==> src/rtl/dsp_cfg_pkg.sv <==
/*
 Shared constants and carriers for the audio processing configuration bank:
 register indices, reset values, field layouts, mode encodings and timing.
 Assumes a single 10 MHz clock domain and a 32-bit APB register port.
*/
package dsp_cfg_pkg;

   // Register indices; the APB byte address is four times the index
   localparam logic [7:0] IDX_CFG_ZERO = 8'h6B;
   localparam logic [7:0] IDX_CFG_ONE = 8'h6C;
   localparam logic [7:0] IDX_ENHANCER = 8'h6D;
   localparam int unsigned ADDR_W = 10;

   // Reset values
   localparam logic [7:0] RST_CFG_ZERO = 8'h01;
   localparam logic [7:0] RST_CFG_ONE = 8'h40;
   localparam logic [7:0] RST_ENHANCER = 8'h7B;
   localparam logic [7:0] RST_VOLUME = 8'hC9;

   // Channel and sample geometry
   localparam int unsigned NUM_CH = 4;
   localparam int unsigned VOL_W = 8;
   localparam int unsigned SAMPLE_W = 24;

   // Volume step pacing
   localparam int unsigned CLK_PERIOD_NS = 100;
   localparam int unsigned STEP_TIME_NS = 10000;
   localparam int unsigned STEP_CYCLES = STEP_TIME_NS / CLK_PERIOD_NS;
   localparam int unsigned STEP_CNT_W = 7;

   // Field codes
   localparam logic [1:0] DECIM_LINEAR = 2'h0;
   localparam logic [1:0] DECIM_LOW_LAT = 2'h1;
   localparam logic [1:0] DECIM_ULTRA_LOW = 2'h2;
   localparam logic [1:0] SUM_OFF = 2'h0;
   localparam logic [1:0] SUM_AVERAGE = 2'h1;
   localparam logic [1:0] HPF_PROGRAMMABLE = 2'h0;
   localparam logic [1:0] HPF_CUT_00025 = 2'h1;
   localparam logic [1:0] HPF_CUT_0002 = 2'h2;
   localparam logic [1:0] HPF_CUT_0008 = 2'h3;

   // First processing configuration register, bit 7 down to bit 0
   typedef struct packed {
      logic runtime_volume_lock;
      logic enhanced_dynamics_algo;
      logic [1:0] decimation_response;
      logic [1:0] channel_summation;
      logic [1:0] highpass_select;
   } cfg_zero_t;

   // Second processing configuration register, bit 7 down to bit 0
   typedef struct packed {
      logic volume_gang;
      logic [1:0] biquad_count;
      logic soft_step_disable;
      logic enhancer_or_gainctl_select;
      logic reserved_bit;
      logic compression_enable;
      logic anti_clip_enable;
   } cfg_one_t;

   typedef enum logic [3:0] {
      DYN_OFF = 4'h1,
      DYN_ENHANCER = 4'h2,
      DYN_GAINCTL = 4'h4,
      DYN_COMPRESS = 4'h8
   } dyn_mode_t;

   // Decoded controls handed to the processing chain
   typedef struct packed {
      logic [1:0] decimation;
      logic sum_enable;
      logic [1:0] highpass;
      logic [1:0] biquads;
      logic soft_step_enable;
      dyn_mode_t dyn_mode;
      logic enhanced_algo;
      logic volume_locked;
      logic volume_gang;
   } dsp_ctrl_t;

endpackage

==> src/rtl/audio_dsp_config_bank.sv <==
/*
 Configuration register bank for the audio processing chain, APB slave.
 Holds the two processing configuration registers and the enhancer
 configuration, decodes them into chain controls, applies ganged and
 locked volume, paces soft stepping and performs two-channel summation.
 Assumes one 10 MHz clock, APB master in the same domain, and that
 power, gain and threshold status inputs come from logic on this clock.
*/
// Added by the designer: the APB interface to the registers.
`timescale 1ns/1ns
`default_nettype none
module audio_dsp_config_bank
   import dsp_cfg_pkg::*;
(
   input wire logic mclk,
   input wire logic nrst,
   // APB slave
   input wire logic psel,
   input wire logic penable,
   input wire logic pwrite,
   input wire logic [dsp_cfg_pkg::ADDR_W-1:0] paddr,
   input wire logic [31:0] pwdata,
   input wire logic [3:0] pstrb,
   output logic [31:0] prdata,
   output logic pready,
   output logic pslverr,
   // Processing chain status
   input wire logic adc_powered,
   input wire logic [dsp_cfg_pkg::NUM_CH-1:0] channel_enhancer_enable,
   input wire logic [dsp_cfg_pkg::NUM_CH-1:0] gain_above_zero,
   input wire logic [dsp_cfg_pkg::NUM_CH-1:0] level_over_threshold,
   input wire logic [dsp_cfg_pkg::NUM_CH-1:0][dsp_cfg_pkg::VOL_W-1:0] digital_volume,
   // Sample path for summation
   input wire logic sample_valid,
   input wire logic signed [dsp_cfg_pkg::SAMPLE_W-1:0] sample_ch1,
   input wire logic signed [dsp_cfg_pkg::SAMPLE_W-1:0] sample_ch2,
   output logic sum_valid,
   output logic signed [dsp_cfg_pkg::SAMPLE_W-1:0] sum_ch1,
   output logic signed [dsp_cfg_pkg::SAMPLE_W-1:0] sum_ch2,
   // Decoded controls
   output dsp_cfg_pkg::dsp_ctrl_t dsp_ctrl,
   output logic [7:0] enhancer_config,
   output logic [dsp_cfg_pkg::NUM_CH-1:0] anti_clip_active,
   output logic [dsp_cfg_pkg::NUM_CH-1:0] compress_req,
   output logic [dsp_cfg_pkg::NUM_CH-1:0][dsp_cfg_pkg::VOL_W-1:0] applied_volume
);
   import dsp_cfg_pkg::*;

   typedef struct packed {
      cfg_zero_t cfg_zero;
      cfg_one_t cfg_one;
      logic [7:0] enhancer;
      logic [31:0] rdata;
      logic ready;
      logic slverr;
      dsp_ctrl_t ctrl;
      logic [STEP_CNT_W-1:0] step_cnt;
      logic tick;
      logic [NUM_CH-1:0][VOL_W-1:0] target;
      logic [NUM_CH-1:0] clip_active;
      logic [NUM_CH-1:0] compress;
   } bank_state_t;

   bank_state_t cur_ff;
   bank_state_t nxt_cur;

   localparam logic [STEP_CNT_W-1:0] STEP_LAST = STEP_CNT_W'(STEP_CYCLES - 1);

   // Byte address of a register index
   function automatic logic [ADDR_W-1:0] byte_addr(input logic [7:0] idx);
      byte_addr = {idx, 2'b00};
   endfunction

   // Dynamics mode from compression, selection and channel enables
   function automatic dyn_mode_t pick_dyn(input cfg_one_t c, input logic any_enh);
      if (c.compression_enable) begin
         pick_dyn = DYN_COMPRESS;
      end else if (any_enh && c.enhancer_or_gainctl_select) begin
         pick_dyn = DYN_GAINCTL;
      end else if (any_enh) begin
         pick_dyn = DYN_ENHANCER;
      end else begin
         pick_dyn = DYN_OFF;
      end
   endfunction

   logic setup_phase;
   logic access_done;
   logic hit_zero;
   logic hit_one;
   logic hit_enh;
   logic addr_hit;
   logic wr_byte;
   logic vol_frozen;
   dyn_mode_t dyn_now;

   always_comb begin
      setup_phase = psel && !penable;
      access_done = psel && penable && cur_ff.ready;
      hit_zero = (paddr == byte_addr(IDX_CFG_ZERO));
      hit_one = (paddr == byte_addr(IDX_CFG_ONE));
      hit_enh = (paddr == byte_addr(IDX_ENHANCER));
      addr_hit = hit_zero || hit_one || hit_enh;
      // Only the low byte lane holds data; other lanes are ignored
      wr_byte = access_done && pwrite && pstrb[0];
      nxt_cur = cur_ff;

      // Zero wait state: ready rises for the access phase of every transfer
      nxt_cur.ready = setup_phase;
      nxt_cur.slverr = setup_phase && !addr_hit;
      nxt_cur.rdata = 32'h0000_0000;
      if (setup_phase && !pwrite) begin
         if (hit_zero) begin
            nxt_cur.rdata = {24'h00_0000, cur_ff.cfg_zero};
         end else if (hit_one) begin
            nxt_cur.rdata = {24'h00_0000, cur_ff.cfg_one};
         end else if (hit_enh) begin
            nxt_cur.rdata = {24'h00_0000, cur_ff.enhancer};
         end
      end

      if (wr_byte && hit_zero) begin
         nxt_cur.cfg_zero = pwdata[7:0];
      end
      if (wr_byte && hit_one) begin
         nxt_cur.cfg_one = pwdata[7:0];
      end
      if (wr_byte && hit_enh) begin
         nxt_cur.enhancer = pwdata[7:0];
      end

      // reserved decimation code holds last mode
      case (cur_ff.cfg_zero.decimation_response)
         DECIM_LINEAR: nxt_cur.ctrl.decimation = DECIM_LINEAR;
         DECIM_LOW_LAT: nxt_cur.ctrl.decimation = DECIM_LOW_LAT;
         DECIM_ULTRA_LOW: nxt_cur.ctrl.decimation = DECIM_ULTRA_LOW;
         default: nxt_cur.ctrl.decimation = cur_ff.ctrl.decimation;
      endcase

      nxt_cur.ctrl.sum_enable = (cur_ff.cfg_zero.channel_summation == SUM_AVERAGE);

      // code zero passes to programmable filter
      nxt_cur.ctrl.highpass = cur_ff.cfg_zero.highpass_select;

      nxt_cur.ctrl.biquads = cur_ff.cfg_one.biquad_count;

      nxt_cur.ctrl.soft_step_enable = !cur_ff.cfg_one.soft_step_disable;

      nxt_cur.ctrl.enhanced_algo = cur_ff.cfg_zero.enhanced_dynamics_algo;

      dyn_now = pick_dyn(cur_ff.cfg_one, |channel_enhancer_enable);
      nxt_cur.ctrl.dyn_mode = dyn_now;

      vol_frozen = cur_ff.cfg_zero.runtime_volume_lock && adc_powered;
      nxt_cur.ctrl.volume_locked = vol_frozen;
      nxt_cur.ctrl.volume_gang = cur_ff.cfg_one.volume_gang;

      if (!vol_frozen) begin
         for (int ch = 0; ch < NUM_CH; ch++) begin
            if (cur_ff.cfg_one.volume_gang) begin
               nxt_cur.target[ch] = digital_volume[0];
            end else begin
               nxt_cur.target[ch] = digital_volume[ch];
            end
         end
      end

      // Step pacing; a free-running tick keeps all channels in lockstep
      nxt_cur.tick = 1'b0;
      if (cur_ff.step_cnt == STEP_LAST) begin
         nxt_cur.step_cnt = '0;
         nxt_cur.tick = 1'b1;
      end else begin
         nxt_cur.step_cnt = cur_ff.step_cnt + 7'h01;
      end

      for (int ch = 0; ch < NUM_CH; ch++) begin
         nxt_cur.clip_active[ch] = cur_ff.cfg_one.anti_clip_enable
            && gain_above_zero[ch] && (dyn_now != DYN_OFF);
         nxt_cur.compress[ch] = nxt_cur.clip_active[ch] && level_over_threshold[ch];
      end
   end

   always_ff @(posedge mclk or negedge nrst) begin
      if (!nrst) begin
         cur_ff <= '0;
         cur_ff.cfg_zero <= RST_CFG_ZERO;
         cur_ff.cfg_one <= RST_CFG_ONE;
         cur_ff.enhancer <= RST_ENHANCER;
         cur_ff.ctrl.decimation <= DECIM_LINEAR;
         cur_ff.ctrl.highpass <= HPF_CUT_00025;
         cur_ff.ctrl.biquads <= 2'h2;
         cur_ff.ctrl.soft_step_enable <= 1'b1;
         cur_ff.ctrl.dyn_mode <= DYN_OFF;
         cur_ff.target <= {NUM_CH{RST_VOLUME}};
      end else begin
         cur_ff <= nxt_cur;
      end
   end

   for (genvar ch = 0; ch < NUM_CH; ch++) begin : g_step
      volume_stepper u_step (
         .mclk(mclk),
         .nrst(nrst),
         .tick(cur_ff.tick),
         .bypass(!cur_ff.ctrl.soft_step_enable),
         .target(cur_ff.target[ch]),
         .volume(applied_volume[ch])
      );
   end

   // average of channel one and two
   channel_summer u_sum (
      .mclk(mclk),
      .nrst(nrst),
      .enable(cur_ff.ctrl.sum_enable),
      .in_valid(sample_valid),
      .in_a(sample_ch1),
      .in_b(sample_ch2),
      .out_valid(sum_valid),
      .out_a(sum_ch1),
      .out_b(sum_ch2)
   );

   assign prdata = cur_ff.rdata;
   assign pready = cur_ff.ready;
   assign pslverr = cur_ff.slverr;
   assign dsp_ctrl = cur_ff.ctrl;
   assign enhancer_config = cur_ff.enhancer;
   assign anti_clip_active = cur_ff.clip_active;
   assign compress_req = cur_ff.compress;
endmodule // audio_dsp_config_bank
`default_nettype wire

==> src/rtl/volume_stepper.sv <==
/*
 One channel's applied digital volume, stepped one code per tick toward its
 target, or jumping straight to it when stepping is bypassed.
 Assumes the tick is a single-cycle pulse from the same clock.
*/
`timescale 1ns/1ns
`default_nettype none
module volume_stepper
   import dsp_cfg_pkg::*;
(
   input wire logic mclk,
   input wire logic nrst,
   input wire logic tick,
   input wire logic bypass,
   input wire logic [dsp_cfg_pkg::VOL_W-1:0] target,
   output logic [dsp_cfg_pkg::VOL_W-1:0] volume
);
   typedef struct packed {
      logic [VOL_W-1:0] vol;
   } step_state_t;

   step_state_t cur_ff;
   step_state_t nxt_cur;

   always_comb begin
      nxt_cur = cur_ff;
      if (bypass) begin
         nxt_cur.vol = target;
      end else if (tick && cur_ff.vol < target) begin
         nxt_cur.vol = cur_ff.vol + 8'h01;
      end else if (tick && cur_ff.vol > target) begin
         nxt_cur.vol = cur_ff.vol - 8'h01;
      end
   end

   always_ff @(posedge mclk or negedge nrst) begin
      if (!nrst) begin
         cur_ff <= '{vol: RST_VOLUME};
      end else begin
         cur_ff <= nxt_cur;
      end
   end

   assign volume = cur_ff.vol;
endmodule // volume_stepper
`default_nettype wire

==> src/rtl/channel_summer.sv <==
/*
 Two-channel summation stage: passes samples through, or replaces both with
 the average of the two when enabled. Registered, one cycle of latency.
 Assumes both samples arrive together with one valid strobe.
*/
`timescale 1ns/1ns
`default_nettype none
module channel_summer
   import dsp_cfg_pkg::*;
(
   input wire logic mclk,
   input wire logic nrst,
   input wire logic enable,
   input wire logic in_valid,
   input wire logic signed [dsp_cfg_pkg::SAMPLE_W-1:0] in_a,
   input wire logic signed [dsp_cfg_pkg::SAMPLE_W-1:0] in_b,
   output logic out_valid,
   output logic signed [dsp_cfg_pkg::SAMPLE_W-1:0] out_a,
   output logic signed [dsp_cfg_pkg::SAMPLE_W-1:0] out_b
);
   typedef struct packed {
      logic valid;
      logic [SAMPLE_W-1:0] a;
      logic [SAMPLE_W-1:0] b;
   } sum_state_t;

   sum_state_t cur_ff;
   sum_state_t nxt_cur;
   logic signed [SAMPLE_W:0] wide_sum;

   always_comb begin
      // One extra bit keeps the sum from wrapping before the halving
      wide_sum = {in_a[SAMPLE_W-1], in_a} + {in_b[SAMPLE_W-1], in_b};
      nxt_cur = cur_ff;
      nxt_cur.valid = in_valid;
      if (in_valid && enable) begin
         nxt_cur.a = wide_sum[SAMPLE_W:1];
         nxt_cur.b = wide_sum[SAMPLE_W:1];
      end else if (in_valid) begin
         nxt_cur.a = in_a;
         nxt_cur.b = in_b;
      end
   end

   always_ff @(posedge mclk or negedge nrst) begin
      if (!nrst) begin
         cur_ff <= '0;
      end else begin
         cur_ff <= nxt_cur;
      end
   end

   assign out_valid = cur_ff.valid;
   assign out_a = cur_ff.a;
   assign out_b = cur_ff.b;
endmodule // channel_summer
`default_nettype wire

==> config.mk <==
export PLATFORM = sky130hd
export DESIGN_NAME = audio_dsp_config_bank
export DESIGN_NICKNAME = d
export VERILOG_FILES = /design/src/rtl/dsp_cfg_pkg.sv /design/src/rtl/audio_dsp_config_bank.sv /design/src/rtl/volume_stepper.sv /design/src/rtl/channel_summer.sv
export SDC_FILE = /design/constraint.sdc
export NUM_CORES = 1
export LEC_CHECK = 0
export BUFFER_PORTS_ARGS = -buffer_cell sky130_fd_sc_hd__clkbuf_2
export CAP_MARGIN = 20
export CORE_ASPECT_RATIO = 1.4
export CORE_MARGIN = 1
export CORE_UTILIZATION = 49
export CTS_BUF_LIST = sky130_fd_sc_hd__clkbuf_16
export CTS_CLUSTER_SIZE = 30
export DETAILED_ROUTE_END_ITERATION = 8
export PLACE_DENSITY = 0.78
export SLEW_MARGIN = 25
export SYNTH_ARGS = -nofsm -noshare
export SYNTH_HDL_FRONTEND = slang
export SYNTH_SLANG_ARGS = --single-unit
==> constraint.sdc <==
create_clock -name mclk -period 3.2 [get_ports mclk]
set_input_delay 0.32 -clock mclk [delete_from_list [all_inputs] [get_ports mclk]]
set_output_delay 0.32 -clock mclk [all_outputs]
set_load 0.02 [all_outputs]
Word level (Yosys, flattened, before mapping)
Cells that the tools add are included.

storage, ports and cells
  register bits after elaboration = 202
  input port bits = 145
  output and inout bits = 146

cells by class
  add/sub/neg operators = 10
  order comparisons = 8
  equality and inequality tests = 12
  muxes and demuxes = 27
  reductions and logical operators = 43

operator list
  kind                                                                 count
  8-bit 2-to-1 mux                                                     18
  48-bit 2-to-1 mux                                                    2
  1-bit logical AND                                                    33
  8-bit by 1-bit adder with 8-bit output (second input constant)       4
  8-bit > comparator                                                   4
  8-bit less-than comparator                                           4
  32-bit 2-to-1 mux                                                    1
  8-bit by 1-bit subtractor with 8-bit output (second input constant)  4
  10-bit by 9-bit == test with 1-bit output (second input constant)    3
  24-bit by 24-bit adder with 25-bit output                            1
  3-bit by 1-bit != test with 1-bit output (second input constant)     4
  7-bit by 1-bit adder with 7-bit output (second input constant)       1
  7-bit == test (second input constant)                                1
  7-bit 2-to-1 mux                                                     1
  2-bit one-hot mux with 3 select lines                                1
  2-bit by 1-bit == test with 1-bit output (second input constant)     2
  1-bit zero test                                                      4
  4-bit 2-to-1 mux                                                     1
  4-bit by 1-bit != test with 1-bit output (second input constant)     1
  4-bit OR reduction                                                   1
  3-bit 2-to-1 mux                                                     1
  3-bit nonzero test                                                   1
  2-bit == test (second input constant)                                1
  2-bit zero test                                                      1
  other kinds (4)                                                      5

Depth between registers and ports, before layout
  depth after elaboration = 7
  depth in mapped cells = 14
  mapped depth without buffers = 14

Cells and area by module
Synthesis repeated with hierarchy kept, for this count alone.

unflattened totals
  cell total of the unflattened synthesis = 1184
  area, all modules = 11375.9 um^2

by module, submodules not included
  module                                 instances  cells each  area an instance (um^2)  seq. area each (um^2)
  audio_dsp_config_bank                  1          381         4496.8                   2462.4
  channel_summer                         1          384         3402.0                   1226.2
  volume_stepper (g_step[0].u_step ...)  3          105         862.1                    205.2
  volume_stepper (g_step[3].u_step)      1          104         890.9                    205.2

Least setup slack after synthesis
No wires, ideal clock.

  path type = reg2reg
  from = reg g_step[3].u_step.cur_ff (netlist bit g_step[3].u_step.volume[3])
  to = reg g_step[3].u_step.cur_ff (netlist bit g_step[3].u_step.volume[7])
  library setup time = 0.088 ns
  arrival = 3.152 ns
  required time = 3.112 ns
  path slack = -0.040 ns
  cell stages (with the launch flop) = 13
  buffers on the path = 0
  cells stage by stage = dfstp_2 -> ha_1 -> nand3_1 -> o221ai_1 -> a221o_1 -> ha_1 -> a21o_1 -> a211oi_1 -> nor2_1 -> o41ai_2 -> xnor2_1 -> and4b_1 -> or3_1

on the way
  word-level cells in the longest chain between the ends = 4
  elaborated cells between the ends (all ways) = 10

RTL lines
  item                                                                                              line                                        RTL
  start, declared                                                                                   volume_stepper.sv:22                        step_state_t cur_ff;
  start signal, assigned                                                                            volume_stepper.sv:38                        cur_ff <= '{vol: RST_VOLUME};
  start signal, assigned                                                                            volume_stepper.sv:40                        cur_ff <= nxt_cur;
  8-bit by 1-bit subtractor with 8-bit output / 8-bit less-than comparator (equally long branches)  volume_stepper.sv:32, volume_stepper.sv:29
  8-bit 2-to-1 mux / 1-bit logical AND (equally long branches)                                      volume_stepper.sv:31, volume_stepper.sv:29
  8-bit 2-to-1 mux                                                                                  volume_stepper.sv:29                        end else if (tick && cur_ff.vol < target) begin
  8-bit 2-to-1 mux                                                                                  volume_stepper.sv:27                        if (bypass) begin

Parallel ways exist; a longest one is shown, timed or not. The select of a mux whose other input is x is not followed.
A chain may end at the register's enable or synchronous reset.

Worst setup path after layout
  from = reg, netlist name cur_ff[35]
  to = reg g_step[3].u_step.cur_ff (netlist bit g_step[3].u_step.volume[7])

on the way
  word-level cells in the longest chain between the ends = 4
  elaborated cells between the ends (all ways) = 7

RTL lines
  item                        line
  8-bit less-than comparator  volume_stepper.sv:29
  1-bit logical AND           volume_stepper.sv:29
  8-bit 2-to-1 mux            volume_stepper.sv:29
  8-bit 2-to-1 mux            volume_stepper.sv:27

Parallel ways exist; a longest one is shown, timed or not.

==> reports/qor.txt <==
Layout cells sized above 1 -> 31.7%
Hold Vio Cnt, Final -> 0
Critical Path RT -> 3550 ps
Min-delay worst type -> input pin to flop
Die height -> 182 um
Chip width -> 130 um
Met1 Routed Length -> 10.8 mm
Master of the slowest instance on the critical path -> dfstp_2
Routed WL per cell -> 16.6 um
Async set or reset register ratio after synthesis -> 100%
Internal power -> 0.00382 W
Filler cell count -> 1944
Net Sw Power -> 0.00169 W
Root Buffer -> clkbuf_16
DRT antenna net count -> 0
Post-synth EDFFs -> 0
Clock Tree Buf Depth -> 2
TritonCTS Sinks -> 178
Post-route minimum period -> 3200 ps
WHS -> 74.1 ps
Pleak -> 6.33 nW
Most used DFF post-synth -> dfrtp_1
Storage element area -> 4510 sq um
# IOs -> 291
Clock latency on the worst-skew pair -> 430 ps
Part of the power in combinational logic -> 19.4%
Peak Freq -> 0.312 GHz
Critical path startpoint -> cur_ff[35]
Unique masters post-synth -> 69
Vias per cell -> 5.49
Sequential share of the synthesized area -> 39.9%
Post-route setup TNS -> -1.49 ps
Worst Path Max Fanout -> 5
Final WS setup -> -1.49 ps
Nets -> 1612
CTS H-tree lvls -> 4
Capture point of the worst path -> g_step[3].u_step.volume[7]
CP endpoint kind -> flop
Final period utilization -> 100%
Die Area -> 23700 sq um
Layout area overhead -> 18.1%
Yosys warning total -> 0
Final core utilization -> 59.1%
Normalized max-slew margin -> 44.4%
Area of the multi-input gates -> 6170 sq um
Core area -> 22600 sq um
Antenna violations before repair -> 0
Initial core utilization -> 50.0%
Met2 WL post-DR -> 14.8 mm
Crit-path leading delay family -> compound AO/OA/AOI/OAI gates
Final setup viols -> 1
Gr ovfl total -> 0
Failing checks -> setup timing
Port bufs -> 239
Crit-path max cell delay -> 540 ps
Sw frac -> 30.7%
Vias -> 9295
Max_cap viols -> 0
Num CTS Buffers -> 17
Tightest Pin Transition -> 831 ps
Gr usage total -> 23.5%
Largest net degree at the start of global routing -> 78
Reg2Reg Depth -> 13
Cell Pwr Density -> 412 nW/um^2
Syn avg cell area -> 9.71 sq um
DRT Pass-1 Iters -> 5
RSZ-0062 raised after global routing -> true
Fin. max-slew vios -> 0
DRT iter0 DRCs -> 393
CP Data Arrival Time -> 3550 ps
Worst setup path class -> flop to flop
First-pass GRT wire length -> 43.6 mm
Vias in the first global route -> 9073
Reg-to-reg slack, setup -> -1 ps
Cell Rows -> 65
Critical path depth -> 13
Worst R2R End -> g_step[3].u_step.volume[7]
Worst Clk Skew -> 11.0 ps
Final Wtd Congestion -> 0.885
Status -> complete, but fails checks
Clock slew at reported path FFs -> 70 ps
Clock Power Share -> 36.2%
CTS tree -> built
Final WL -> 28.2 mm
CP Launch Type -> flop
Flop pwr share -> 44.3%
Metal3 WL -> 1.49 mm
Cell count after synthesis -> 1165
Flops & latches, synth -> 178
Worst path most repeated cell -> ha_4
Final Total Pwr -> 0.00550 W
Buf+Inv Stages, Crit Path -> 1
Highest Signal Layer -> met4
R2r startpoint -> cur_ff[35]
# DRC -> 0
VDD IR max -> 353 uV
HPWL Detailed -> 20.7 mm
Pre-CTS setup slack -> -111 ps
Synthesized area -> 11300 sq um
Worst path cell trace -> inv_2 > ha_4 > nand3_2 > o221ai_2 > a221o_2 > ha_4 > a21o_1 > a211oi_2 > nor2_2 > o41ai_2 > xnor2_1 > and4b_1 > or3_4
==> kinds of logic (layout without fill, tap and decap cells) <==
group                      count (synthesis)  after routing  share of synthesized area (%)
xor gates and xnor gates                  45             45                           3.48
muxes                                    100            100                           9.21
other                                      1             25                         0.0331
DFF                                      178            178                           39.9
AOI/OAI and AO/OA                        262            262                           15.1
and+or+nand+nor                          324            324                           13.5
adders and majority gates                 89             89                           10.2
buffers and inverters                    166            369                           8.64
==> cells in the mapped netlist (5+ instances only) <==
cell      number  area share, %
nor3_1        11           0.49
xnor2_1       38            2.9
a21o_1        29            1.9
and2_1         8           0.44
nor2b_1       10           0.55
o21ai_0       42            1.9
o221ai_1      10           0.77
clkbuf_1      28           0.93
xor2_1         7           0.54
nand3_1       30            1.3
a211o_1        7           0.54
nor2_1       127            4.2
mux2_2        33            3.3
mux2i_1       67            5.9
inv_1         57            1.9
o31ai_1        9           0.60
dfrtp_1      134             30
nand2b_1      23            1.3
and3_1        14           0.77
a22oi_1       10           0.66
clkbuf_8       8           0.97
ha_1          84            9.3
a221o_1        5           0.44
buf_4         64            4.2
fa_1           5           0.88
o21bai_1       9           0.60
dfstp_2       44             10
a21oi_1       86            3.8
nand2_1       74            2.5
a31oi_1       21            1.2
==> power by group through the flow <==
stage | sequential, W | clock (W) | combinational, W
floorplan | 0.00257 | 0 | 0.000594
global placement | 0.00247 | 0 | 0.00100
detailed placement | 0.00248 | 0 | 0.00103
CTS | 0.00244 | 0.00204 | 0.00104
global route | 0.00245 | 0.00213 | 0.00118
finish | 0.00244 | 0.00199 | 0.00107
==> layout make-up <==
| type | instances | share of cell area, % |
|---|---|---|
| Antenna cell | 1 | 0.0187 |
| Clock buffer | 17 | 3.19 |
| Clock inverter | 15 | 0.927 |
| Inverter | 58 | 1.63 |
| Multi-Input combinational cell | 844 | 46.2 |
| Sequential cell | 178 | 33.8 |
| Tap cell | 301 | 2.82 |
| Timing Repair Buffer | 279 | 11.4 |
==> worst register-to-register path, cell delays in order (launching register included) <==
cell and delay [ps]:
dfstp_2 540, inv_2 40, ha_4 230, nand3_2 80
o221ai_2 110, a221o_2 450, ha_4 260, a21o_1 170
a211oi_2 220, nor2_2 70, o41ai_2 240, xnor2_1 140
and4b_1 210, or3_4 380
==> worst min path at each step <==
stage            start                   to  slack, ps  cells past startpoint
6_report       penable               pready         70                      2
5_1_grt        penable               pready         80                      2
4_1_cts        penable               pready         50                      2
3_5_place_dp      nrst      u_sum.out_a[21]        340                      1
3_3_place_gp      nrst      u_sum.out_a[21]        340                      1
2_1_floorplan     nrst  anti_clip_active[0]         20                      0
==> flip-flops by register name, indices dropped and copies added (netlist names) <==
| register | count |
|---|---|
| anti_clip_active | 4 |
| compress_req | 4 |
| cur_ff | 56 |
| dsp_ctrl | 15 |
| enhancer_config | 8 |
| g_step.u_step.volume | 32 |
| prdata | 8 |
| pready | 1 |
| pslverr | 1 |
| u_sum.out_a | 24 |
| u_sum.out_b | 24 |
| u_sum.out_valid | 1 |
==> through the flow <==
stage / std cells / cell area, sq um
2_1_floorplan: 1188 / 11500
3_3_place_gp: 1654 / 12600
3_5_place_dp: 1654 / 12600
4_1_cts: 1687 / 13100
5_1_grt: 1692 / 13400
6_report: 1693 / 13400
==> layout by cell type (no fill, tap or decap), types with 5 or more instances in the layout <==
| cell type | instances |
|---|---|
| xnor2_1 | 38 |
| nand2_1 | 70 |
| o21ai_0 | 42 |
| nor2_1 | 126 |
| inv_1 | 54 |
| a21oi_2 | 7 |
| nand2b_1 | 23 |
| o221ai_1 | 9 |
| nor2b_1 | 8 |
| a31oi_1 | 21 |
| clkbuf_2 | 238 |
| nor3_1 | 11 |
| dfrtp_1 | 131 |
| xor2_1 | 7 |
| dfstp_2 | 44 |
| ha_1 | 72 |
| ha_4 | 12 |
| buf_4 | 36 |
| nand3_1 | 28 |
| a21oi_1 | 79 |
| a22oi_1 | 10 |
| inv_6 | 5 |
| fa_1 | 5 |
| a211o_1 | 7 |
| a21o_1 | 29 |
| clkbuf_16 | 17 |
| and3_1 | 14 |
| and2_1 | 8 |
| conb_1 | 24 |
| mux2_2 | 33 |
| o31ai_1 | 8 |
| o21bai_1 | 9 |
| mux2i_1 | 67 |
==> repair_timing <==
item                                   4_1_cts  5_1_grt
endpoints found under the hold margin       42        0
hold buffers                                 1        0
setup buffers                                0        5
gates resized for setup                      3       32
pin swaps                                    3       17
setup endpoints to repair                    4        7
==> per-layer routing <==
layer  global-route usage (%)  up-vias
met1                     25.8     4495
met3                     4.89       69
met5                        0        -
met2                     42.6      292
li1                         -     4439
met4                     10.8        0
Power figures use the tool's default switching activity.
